===== src/design/link_enh_pkg.sv =====
package link_enh_pkg;

  // register byte offsets
  localparam logic [11:0] LINK_ENHANCE_SET_OFS   = 12'ha88;
  localparam logic [11:0] LINK_ENHANCE_CLEAR_OFS = 12'ha8c;
  localparam logic [7:0]  CFG_LINK_ENHANCE_OFS   = 8'hf4;

  // field positions
  localparam int NO_REORDER_SEND_BIT  = 15;
  localparam int SEND_THRESH_LO       = 12;
  localparam int SEND_THRESH_HI       = 13;
  localparam int TRANSPORT_STAMP_BIT  = 10;
  localparam int VIDEO_STAMP_BIT      = 8;

  // implemented bits and reset value of the low half-word
  localparam logic [15:0] IMPL_MASK   = 16'hb500;
  localparam logic [15:0] CTL_RESET   = 16'h1000;

  // threshold codes
  localparam logic [1:0] THRESH_2K    = 2'h0;
  localparam logic [1:0] THRESH_1K7   = 2'h1;
  localparam logic [1:0] THRESH_1K    = 2'h2;
  localparam logic [1:0] THRESH_512   = 2'h3;

  // start levels in bytes
  localparam int LEVEL_1K7 = 1740;
  localparam int LEVEL_1K  = 1024;
  localparam int LEVEL_512 = 512;

  // stream format codes
  localparam logic [5:0] FMT_TRANSPORT = 6'h20;
  localparam logic [5:0] FMT_VIDEO     = 6'h00;

  typedef enum logic [1:0] {
    SEND_IDLE = 2'h0,
    SEND_WAIT = 2'h1,
    SEND_BUSY = 2'h3
  } send_state_e;

  // memory-mapped request
  typedef struct packed {
    logic        rd;
    logic        wr;
    logic [11:0] addr;
    logic [31:0] wdata;
  } mem_req_s;

  // configuration-space request
  typedef struct packed {
    logic        rd;
    logic        wr;
    logic [7:0]  addr;
    logic [31:0] wdata;
  } cfg_req_s;

  // eeprom preload
  typedef struct packed {
    logic        load;
    logic [15:0] mask;
    logic [15:0] data;
  } rom_load_s;

  // asynchronous send queue status
  typedef struct packed {
    logic        pending;
    logic        whole;
    logic        done;
    logic        underrun;
    logic        retrying;
    logic        retries_zero;
    logic [11:0] count;
  } queue_stat_s;

endpackage : link_enh_pkg


===== src/design/send_start_gate.sv =====
`timescale 1ns/1ps
module send_start_gate #(
  parameter int CW = 12
) (
  // settings
  input  wire logic [1:0]    thresh_i,
  input  wire logic          force_whole_i,
  // queue fill
  input  wire logic [CW-1:0] count_i,
  input  wire logic          whole_i,
  // decision
  output logic               go_o,
  output logic               store_fwd_o
);
  import link_enh_pkg::*;

  logic [CW-1:0] level;

  always_comb begin
    case (thresh_i)
      THRESH_1K7: level = CW'(LEVEL_1K7);
      THRESH_1K:  level = CW'(LEVEL_1K);
      THRESH_512: level = CW'(LEVEL_512);
      default:    level = '0;
    endcase
  end

  // partial start only when nothing forces a whole packet
  assign store_fwd_o = force_whole_i || (thresh_i == THRESH_2K);
  assign go_o        = whole_i || (!store_fwd_o && count_i >= level);
endmodule : send_start_gate


===== src/design/link_enhancement_control.sv =====
// Function
// - set address sets written ones, clear address clears written ones
// - configuration-space register and memory pair share one storage
// - eeprom may preload selected bits in place of software
// - reserved upper half and reserved single bits read as zero
// - pipelining-disable bit stops out-of-order sending of async packets
// - threshold code picks start level: 2K, 1.7K, 1K or 512 bytes
// - threshold field resets to the 1.7K setting
// - programmed threshold applies only until the first queue underrun while sending
// - a retried packet is sent store-and-forward
// - partial threshold: start at the level or when a whole packet waits
// - after an underrun, next attempt waits for the whole packet
// - 2K setting waits for end-of-packet token before starting
// - zero retries register forces store-and-forward always
// - transport stamp bit enables stamping for format 20h streams
// - video stamp bit enables stamping for format 00h streams
`timescale 1ns/1ps
module link_enhancement_control #(
  parameter int CW = 12
) (
  // clock and reset
  input  wire logic                      clk_i,
  input  wire logic                      reset_n_i,
  // memory-mapped access
  input  wire link_enh_pkg::mem_req_s    mem_req_i,
  output logic [31:0]                    mem_rdata_o,
  output logic                           mem_rvalid_o,
  // configuration-space access
  input  wire link_enh_pkg::cfg_req_s    cfg_req_i,
  output logic [31:0]                    cfg_rdata_o,
  output logic                           cfg_rvalid_o,
  // eeprom preload
  input  wire link_enh_pkg::rom_load_s   rom_load_i,
  // asynchronous send queue
  input  wire link_enh_pkg::queue_stat_s queue_i,
  output logic                           send_start_o,
  output logic                           sending_o,
  output logic                           no_reorder_send_o,
  output logic                           underrun_seen_o,
  // isochronous transmit stamping
  input  wire logic [5:0]                stream_format_code_i,
  output logic                           stamp_apply_o
);
  import link_enh_pkg::*;

  typedef struct packed {
    logic [15:0] ctl;
    send_state_e st;
    logic        underrun_seen;
    logic        start;
    logic [31:0] rdata;
    logic        rvalid;
    logic [31:0] cfg_rdata;
    logic        cfg_rvalid;
    logic        no_reorder;
    logic        stamp;
    logic        busy;
  } state_s;

  state_s cur;
  state_s next_cur;

  logic hit_set;
  logic hit_clr;
  logic hit_cfg;
  logic go;
  logic store_fwd;
  logic force_whole;

  assign hit_set = mem_req_i.addr == LINK_ENHANCE_SET_OFS;
  assign hit_clr = mem_req_i.addr == LINK_ENHANCE_CLEAR_OFS;
  assign hit_cfg = cfg_req_i.addr == CFG_LINK_ENHANCE_OFS;

  // underrun, retry and zero retries all fall back to whole packets
  assign force_whole = cur.underrun_seen || queue_i.retrying
                       || queue_i.retries_zero;

  send_start_gate #(
    .CW (CW)
  ) u_gate (
    .thresh_i      (cur.ctl[SEND_THRESH_HI:SEND_THRESH_LO]),
    .force_whole_i (force_whole),
    .count_i       (queue_i.count),
    .whole_i       (queue_i.whole),
    .go_o          (go),
    .store_fwd_o   (store_fwd)
  );

  always_comb begin
    next_cur = cur;
    next_cur.start = 1'b0;
    next_cur.rvalid = 1'b0;
    next_cur.cfg_rvalid = 1'b0;

    // one writer per cycle: eeprom, then config space, then memory pair
    if (rom_load_i.load) begin
      next_cur.ctl = ((cur.ctl & ~rom_load_i.mask)
                     | (rom_load_i.data & rom_load_i.mask)) & IMPL_MASK;
    end else if (cfg_req_i.wr && hit_cfg) begin
      next_cur.ctl = cfg_req_i.wdata[15:0] & IMPL_MASK;
    end else if (mem_req_i.wr && hit_set) begin
      next_cur.ctl = cur.ctl | (mem_req_i.wdata[15:0] & IMPL_MASK);
    end else if (mem_req_i.wr && hit_clr) begin
      next_cur.ctl = cur.ctl & ~(mem_req_i.wdata[15:0] & IMPL_MASK);
    end

    // reads show storage before this cycle's write
    if (mem_req_i.rd) begin
      next_cur.rvalid = 1'b1;
      next_cur.rdata  = (hit_set || hit_clr) ?
                        {16'h0000, cur.ctl & IMPL_MASK} : 32'h0000_0000;
    end
    if (cfg_req_i.rd) begin
      next_cur.cfg_rvalid = 1'b1;
      next_cur.cfg_rdata  = hit_cfg ?
                            {16'h0000, cur.ctl & IMPL_MASK} : 32'h0000_0000;
    end

    next_cur.no_reorder = cur.ctl[NO_REORDER_SEND_BIT];
    next_cur.stamp =
      (cur.ctl[TRANSPORT_STAMP_BIT]
        && stream_format_code_i == FMT_TRANSPORT)
      || (cur.ctl[VIDEO_STAMP_BIT]
        && stream_format_code_i == FMT_VIDEO);

    // sticky so every later attempt waits for a whole packet
    if (queue_i.underrun && cur.st == SEND_BUSY) begin
      next_cur.underrun_seen = 1'b1;
    end

    case (cur.st)
      SEND_IDLE: begin
        if (queue_i.pending) begin
          next_cur.st = SEND_WAIT;
        end
      end
      SEND_WAIT: begin
        if (go) begin
          next_cur.st    = SEND_BUSY;
          next_cur.start = 1'b1;
        end
      end
      SEND_BUSY: begin
        if (queue_i.underrun || queue_i.done) begin
          next_cur.st = SEND_IDLE;
        end
      end
      default: begin
        next_cur.st = SEND_IDLE;
      end
    endcase

    // registered copy so the busy output needs no decode after the flop
    next_cur.busy = (next_cur.st == SEND_BUSY);
  end

  always_ff @(posedge clk_i or negedge reset_n_i) begin
    if (!reset_n_i) begin
      cur            <= '0;
      cur.ctl        <= CTL_RESET;
      cur.st         <= SEND_IDLE;
    end else begin
      cur <= next_cur;
    end
  end

  assign mem_rdata_o       = cur.rdata;
  assign mem_rvalid_o      = cur.rvalid;
  assign cfg_rdata_o       = cur.cfg_rdata;
  assign cfg_rvalid_o      = cur.cfg_rvalid;
  assign send_start_o      = cur.start;
  assign sending_o         = cur.busy;
  assign no_reorder_send_o = cur.no_reorder;
  assign underrun_seen_o   = cur.underrun_seen;
  assign stamp_apply_o     = cur.stamp;

  // software setup before link power-on is the driver's duty

  logic only_set;
  logic only_clr;
  assign only_set = mem_req_i.wr && hit_set && !rom_load_i.load
                    && !(cfg_req_i.wr && hit_cfg);
  assign only_clr = mem_req_i.wr && hit_clr && !rom_load_i.load
                    && !(cfg_req_i.wr && hit_cfg);

  set_write_a: assert property (
    @(posedge clk_i) disable iff (!reset_n_i)
    only_set |=> (cur.ctl & $past(mem_req_i.wdata[15:0]) & IMPL_MASK)
                 == ($past(mem_req_i.wdata[15:0]) & IMPL_MASK))
    else $error("set write did not set bits");

  clear_keep_a: assert property (
    @(posedge clk_i) disable iff (!reset_n_i)
    only_clr |=> ((cur.ctl & $past(mem_req_i.wdata[15:0])) == 16'h0000)
                 && ((cur.ctl & ~$past(mem_req_i.wdata[15:0]))
                     == ($past(cur.ctl) & ~$past(mem_req_i.wdata[15:0]))))
    else $error("clear write wrong");

  alias_view_a: assert property (
    @(posedge clk_i) disable iff (!reset_n_i)
    (mem_req_i.rd && cfg_req_i.rd && hit_set && hit_cfg)
      |=> cur.rdata == cur.cfg_rdata)
    else $error("config and memory views differ");

  rsvd_zero_a: assert property (
    @(posedge clk_i) disable iff (!reset_n_i)
    cur.rvalid |-> (cur.rdata[31:16] == 16'h0000)
                   && ((cur.rdata[15:0] & ~IMPL_MASK) == 16'h0000))
    else $error("reserved bits read nonzero");

  rom_load_a: assert property (
    @(posedge clk_i) disable iff (!reset_n_i)
    rom_load_i.load |=> (cur.ctl & $past(rom_load_i.mask))
                        == ($past(rom_load_i.data & rom_load_i.mask)
                            & IMPL_MASK))
    else $error("eeprom preload not applied");

  reorder_a: assert property (
    @(posedge clk_i) disable iff (!reset_n_i)
    ##1 no_reorder_send_o == $past(cur.ctl[NO_REORDER_SEND_BIT]))
    else $error("pipelining disable not followed");

  whole_wait_a: assert property (
    @(posedge clk_i) disable iff (!reset_n_i)
    (cur.st == SEND_WAIT && store_fwd && !queue_i.whole) |=> !send_start_o)
    else $error("store-and-forward started early");

  level_go_a: assert property (
    @(posedge clk_i) disable iff (!reset_n_i)
    (cur.st == SEND_WAIT && !force_whole
     && cur.ctl[SEND_THRESH_HI:SEND_THRESH_LO] == THRESH_512
     && queue_i.count >= CW'(LEVEL_512)) |=> send_start_o ##1 sending_o)
    else $error("threshold start missed");

  underrun_a: assert property (
    @(posedge clk_i) disable iff (!reset_n_i)
    (cur.st == SEND_BUSY && queue_i.underrun)
      |=> underrun_seen_o && !sending_o)
    else $error("underrun not recorded");

  retry_sf_a: assert property (
    @(posedge clk_i) disable iff (!reset_n_i)
    queue_i.retrying |-> store_fwd)
    else $error("retry not store-and-forward");

  stamp_a: assert property (
    @(posedge clk_i) disable iff (!reset_n_i)
    (cur.ctl[VIDEO_STAMP_BIT] && stream_format_code_i == FMT_VIDEO)
      |=> stamp_apply_o)
    else $error("video stamp not applied");

  stamp_off_a: assert property (
    @(posedge clk_i) disable iff (!reset_n_i)
    (!cur.ctl[TRANSPORT_STAMP_BIT] && !cur.ctl[VIDEO_STAMP_BIT])
      |=> !stamp_apply_o)
    else $error("stamp applied while disabled");

  stamp_ts_a: assert property (
    @(posedge clk_i) disable iff (!reset_n_i)
    (cur.ctl[TRANSPORT_STAMP_BIT] && stream_format_code_i == FMT_TRANSPORT)
      |=> stamp_apply_o)
    else $error("transport stamp not applied");

  cfg_write_a: assert property (
    @(posedge clk_i) disable iff (!reset_n_i)
    (cfg_req_i.wr && hit_cfg && !rom_load_i.load)
      |=> cur.ctl == ($past(cfg_req_i.wdata[15:0]) & IMPL_MASK))
    else $error("config write not stored");

  stray_write_a: assert property (
    @(posedge clk_i) disable iff (!reset_n_i)
    (mem_req_i.wr && !hit_set && !hit_clr && !rom_load_i.load
     && !(cfg_req_i.wr && hit_cfg)) |=> $stable(cur.ctl))
    else $error("unmapped write changed storage");

  start_wait_a: assert property (
    @(posedge clk_i) disable iff (!reset_n_i)
    (cur.st != SEND_WAIT) |=> !send_start_o)
    else $error("start outside wait state");

  start_busy_a: assert property (
    @(posedge clk_i) disable iff (!reset_n_i)
    send_start_o |-> sending_o)
    else $error("start without sending");

  underrun_hold_a: assert property (
    @(posedge clk_i) disable iff (!reset_n_i)
    underrun_seen_o |=> underrun_seen_o)
    else $error("underrun record lost");

  cfg_rsvd_a: assert property (
    @(posedge clk_i) disable iff (!reset_n_i)
    cur.cfg_rvalid |-> (cur.cfg_rdata[31:16] == 16'h0000)
                       && ((cur.cfg_rdata[15:0] & ~IMPL_MASK) == 16'h0000))
    else $error("reserved config bits read nonzero");

  read_answer_a: assert property (
    @(posedge clk_i) disable iff (!reset_n_i)
    mem_req_i.rd |=> mem_rvalid_o)
    else $error("read not answered");

endmodule : link_enhancement_control


===== config.mk =====
export PLATFORM = sky130hd
export DESIGN_NAME = link_enhancement_control
export DESIGN_NICKNAME = d
export VERILOG_FILES = /design/src/design/link_enh_pkg.sv /design/src/design/send_start_gate.sv /design/src/design/link_enhancement_control.sv
export SDC_FILE = /design/constraint.sdc
export NUM_CORES = 1
export LEC_CHECK = 0
export BUFFER_PORTS_ARGS = -buffer_cell sky130_fd_sc_hd__buf_2
export CORE_AREA = 2 2 85 87
export DETAILED_ROUTE_END_ITERATION = 8
export DIE_AREA = 0 0 87 89
export GPL_TIMING_DRIVEN = 0
export HOLD_SLACK_MARGIN = 0.1
export PLACE_DENSITY = 0.74
export RECOVER_POWER = 25
export SETUP_SLACK_MARGIN = 0.15
export SLEW_MARGIN = 30
export SYNTH_ARGS = -nofsm -noshare
export SYNTH_HDL_FRONTEND = slang
export SYNTH_HIERARCHICAL = 1
export SYNTH_SLANG_ARGS = --single-unit

===== constraint.sdc =====
create_clock -name clk_i -period 2.7 [get_ports clk_i]
set_input_delay 0.54 -clock clk_i [delete_from_list [all_inputs] [get_ports clk_i]]
set_output_delay 0.54 -clock clk_i [all_outputs]
set_load 0.03 [all_outputs]

* Yosys cells after proc, flatten, opt, wreduce, memory -nomap -nowiden
Index checks and enable logic that the tools add are counted.
** Cells by class
- $lt $le $gt $ge :: 1
- Equal/unequal tests :: 10
- Mux-type cells :: 15
- Bitwise gates (word level) :: 7
- Reductions and logical operators :: 19
** Operators by type and width (number)
- $mux 16 :: 6
- $and 16x16->16 :: 3
- $pmux 11 s3 :: 1
- $not 16->16 :: 2
- $or 16x16->16 :: 2
- $eq 12x12->1 const B :: 2
- $ge 12x11->1 :: 1
- $eq 2x2->1 const B :: 4
- $eq 8x8->1 const B :: 1
- $logic_and 1x1->1 :: 7
- $logic_or 1x1->1 :: 7
- $eq 6x6->1 const B :: 1
- $logic_not 6->1 :: 1
- $mux 2 :: 3
- $pmux 2 s3 :: 1
- $eq 2x1->1 const B :: 2
- $logic_not 2->1 :: 2
- $mux 1 :: 4
- $reduce_bool 4->1 :: 1
- $logic_not 1->1 :: 1
** Word-level totals
- Register bits :: 57
- Bits of input ports :: 147
- Output and inout bits :: 71
- Logic and storage cells :: 63

* Logic depth before layout (Yosys ltp)
- Word-level depth :: 9
- Mapped depth :: 9
- Gate-level depth less buffers :: 9

* Modules after synthesis
The synthesis kept the hierarchy.
** Modules (own cells, without submodules)
- link_enhancement_control :: instances 1, cells an instance 160, area an instance 1625.3 µm², seq. area each 601.8 µm²
- send_start_gate :: instances 1, cells an instance 30, area an instance 277.8 µm², seq. area each 0.0 µm²

* Worst setup path before layout
No wires, ideal clock.
- Path kind :: reg2reg
- From :: register with a tool-made name
- To :: register cur[72] in the netlist's numbering
- Library setup time :: 0.124 ns
- Data arrival time :: 2.092 ns
- Required time :: 2.576 ns
- Path slack :: 0.485 ns
- Cell stages (with the launch flop) :: 10
- Path buffers :: 0
- Period minus slack after synthesis :: 2.215 ns
- Cell sequence :: dfstp_2 -> inv_1 -> ha_1 -> o21bai_1 -> ha_1 -> a21o_1 -> a2111oi_2 -> a32oi_1 -> mux2i_1 -> nor2b_1
** RTL lines
- to (signal assigned) :: RTL line link_enhancement_control.sv:163 : cur <= next_cur;
- to (decl) :: RTL line link_enhancement_control.sv:60 : state_s cur;

==> impl_metrics.ini <==
[setup_path]
crit_arrival_ns = 2.56
criticalPathCategory = flip-flop to flip-flop
crit_fanout = 6
worst_setup_path_end_kind = flip-flop
worstPathRequired_ns = 2.85
cp-start-kind = flip-flop

[job]
maxCapViolations = 0

[floorplan]
coreArea_um2 = 6719
die-area_um2 = 7743
die_x_um = 87
pin_count = 218
num_rows = 30
die_h_um = 89
initial_core_util_pct = 28.32

[layout]
final_cell_area_um2 = 2756
drive_gt1_share_pct = 52.21
nets = 498
area_growth_pct = 44.84
diodes = 0
fill_cells = 674
regArea_um2 = 603.1
multi_input_area_um2 = 991.0
fin_util_pct = 41.02

[clock_tree]
cts_tree = yes
clock_latency_ns = 0.26
cts_max_path_buffers = 2
root_buffer = clkbuf_8
tritoncts.num_buffers = 3
ctsHoldBuffers = 0
cts_sinks = 24
h-tree-depth = 1
clk_pin_slew_ns = 0.08

[global_route]
grt_max_degree = 25
grt_pass1_wl_um = 6113
track_usage_pct = 9.835
gr-total-overflow = 0
antenna_found_initial = 0
grt_pass1_vias = 1405

[synth]
ys_seq_elements = 24
ys.flop_type = dfrtp_1
synth_area_leader_cell = dfrtp_1
seq_area_frac_synth_pct = 31.62
avgSynthCellArea_um2 = 10.02
ys_async_sr_fraction_pct = 100.0
syn_area_um2 = 1903
yosys-top-cells-count = 64 x buf_4, 23 x dfrtp_1, 13 x nand2_1, 11 x ha_1
ys_types = 37
synth_edf_count = 0
synth_top_area_share_pct = 30.24
yosysWarnings = 6
synthMostInstantiatedCell = buf_4
ys_top_cells_by_area = dfrtp_1 30%, buf_4 25%, ha_1 7.2%, a22o_1 4.6%, mux2i_1 3.7%
postSynthCellCount = 190

[routing]
drt_iter0_markers = 40
viasPerCell = 3.971
wl_per_cell_um = 10.31
drc = 0
ant_nets = 0
vias = 1664
drt_pass1_iterations = 4
routed_wl_um = 4321

[pwr]
cellLeakagePower_nw = 1.612
power_per_cell_area_nw_per_um2 = 426.8
irDropWorstVdd_mv = 0.1676

[timing]
fin_crit_sh_pct = 89.27
fin_hold_ws_ns = 0.3946
rsz0062_at_grt = no
period_minus_slack_ns = 2.410
slew_viol_final = 0
setup_viol = 0
skew_ns = 0.002904
hold_viol_final = 0
tightest_slew_ns = 1.245
finalSetupTns_ns = 0
fmax_mhz = 414.9
slew_headroom_pct = 17.00

[placed_design]
port_buffers = 87
dp_hpwl_um = 3790
routabilityCongestion = 0.7694
place_area_um2 = 2638

[outcome]
status = finished clean

[hold_path]
hold_path_class = input pin to flip-flop
## critical path: stages (launching register included)
cell       delay, ns
dfstp_2         0.61
inv_2           0.05
ha_1            0.18
o21bai_1        0.15
ha_1            0.28
a21o_1          0.21
a2111oi_4       0.34
a32oi_1         0.18
mux2i_1         0.21
nor2b_1         0.08
## cells in the final DEF, fill, tap and decap left out, drive strengths merged, types with 2 or more instances in the layout
| cell type | instances |
|---|---|
| dfrtp | 23 |
| nor2 | 5 |
| or2 | 2 |
| and4bb | 3 |
| inv | 10 |
| nand4 | 6 |
| conb | 54 |
| nand2 | 13 |
| buf | 153 |
| a21o | 2 |
| o21ai | 2 |
| nor4b | 2 |
| mux2 | 5 |
| nor2b | 3 |
| a22o | 10 |
| ha | 11 |
| o221ai | 5 |
| mux2i | 7 |
| clkbuf | 7 |
## cell families after synthesis
family                   Yosys count  share of synthesized area, %
flip-flops                        24                         31.62
multiplexers                      12                         6.640
AND/OR/NAND/NOR                   42                         15.58
buffers and inverters             75                         27.42
other                              1                        0.1970
adder cells (fa/ha/maj)           11                         7.232
AO/OA/AOI/OAI                     25                         11.31
## cell type report
| cell class | instances | share of cell area [%] |
|---|---|---|
| multi-input combinational | 144 | 35.95 |
| sequential | 24 | 21.88 |
| buffer | 65 | 17.57 |
| timing repair buffer | 92 | 17.02 |
| tap | 80 | 3.631 |
| clock buffer | 3 | 1.498 |
| inverter | 10 | 1.362 |
| clock inverter | 1 | 1.089 |
## through the flow
stage,power [W],worst slack [ns],instances
5_1_grt,0.001236,0.1373,419
6_report,0.001176,0.2898,419
2_1_floorplan,0.0007389,0.4848,243
3_3_place_gp,0.0008427,0.3003,410
3_5_place_dp,0.0008530,0.2432,410
4_1_cts,0.001161,0.2046,414
## metal layers
metal | routed length, µm | GRT usage, %
met1 | 1608 | 11.11
met5 | 0 | 0
met4 | 72 | 3.693
met2 | 2265 | 18.67
met3 | 374 | 1.385
## power by group
| part | switching [W] | internal [W] | leakage [nW] |
|---|---|---|---|
| Combinational | 0.000246 | 0.000182 | 1.27 |
| Sequential | 0.0000402 | 0.000400 | 0.307 |
| Clock | 0.000110 | 0.000198 | 0.0357 |
## what timing repair did
| action | in CTS | in global routing |
|---|---|---|
| endpoints found under the setup margin | 0 | 2 |
| hold endpoints to repair | 0 | 0 |
| buffers inserted | 0 | 5 |
| resized for setup | 0 | 3 |
## path summary, 6_finish.rpt
path / from / end / slack, ns / depth (start not counted)
max: flip-flop / sending_o / 0.29 / 9
min: cfg_req_i[41] / cfg_rvalid_o / 0.39 / 1
max reg2reg: flip-flop / sending_o / 0.29 / 9
min reg2reg: flip-flop / no_reorder_send_o / 0.47 / 0
max in group asynchronous: reset_n_i / async pin / 1.36 / 1
min in group asynchronous: reset_n_i / cfg_rdata_o[8] / 0.52 / 1
Power figures use the tool's default switching activity.
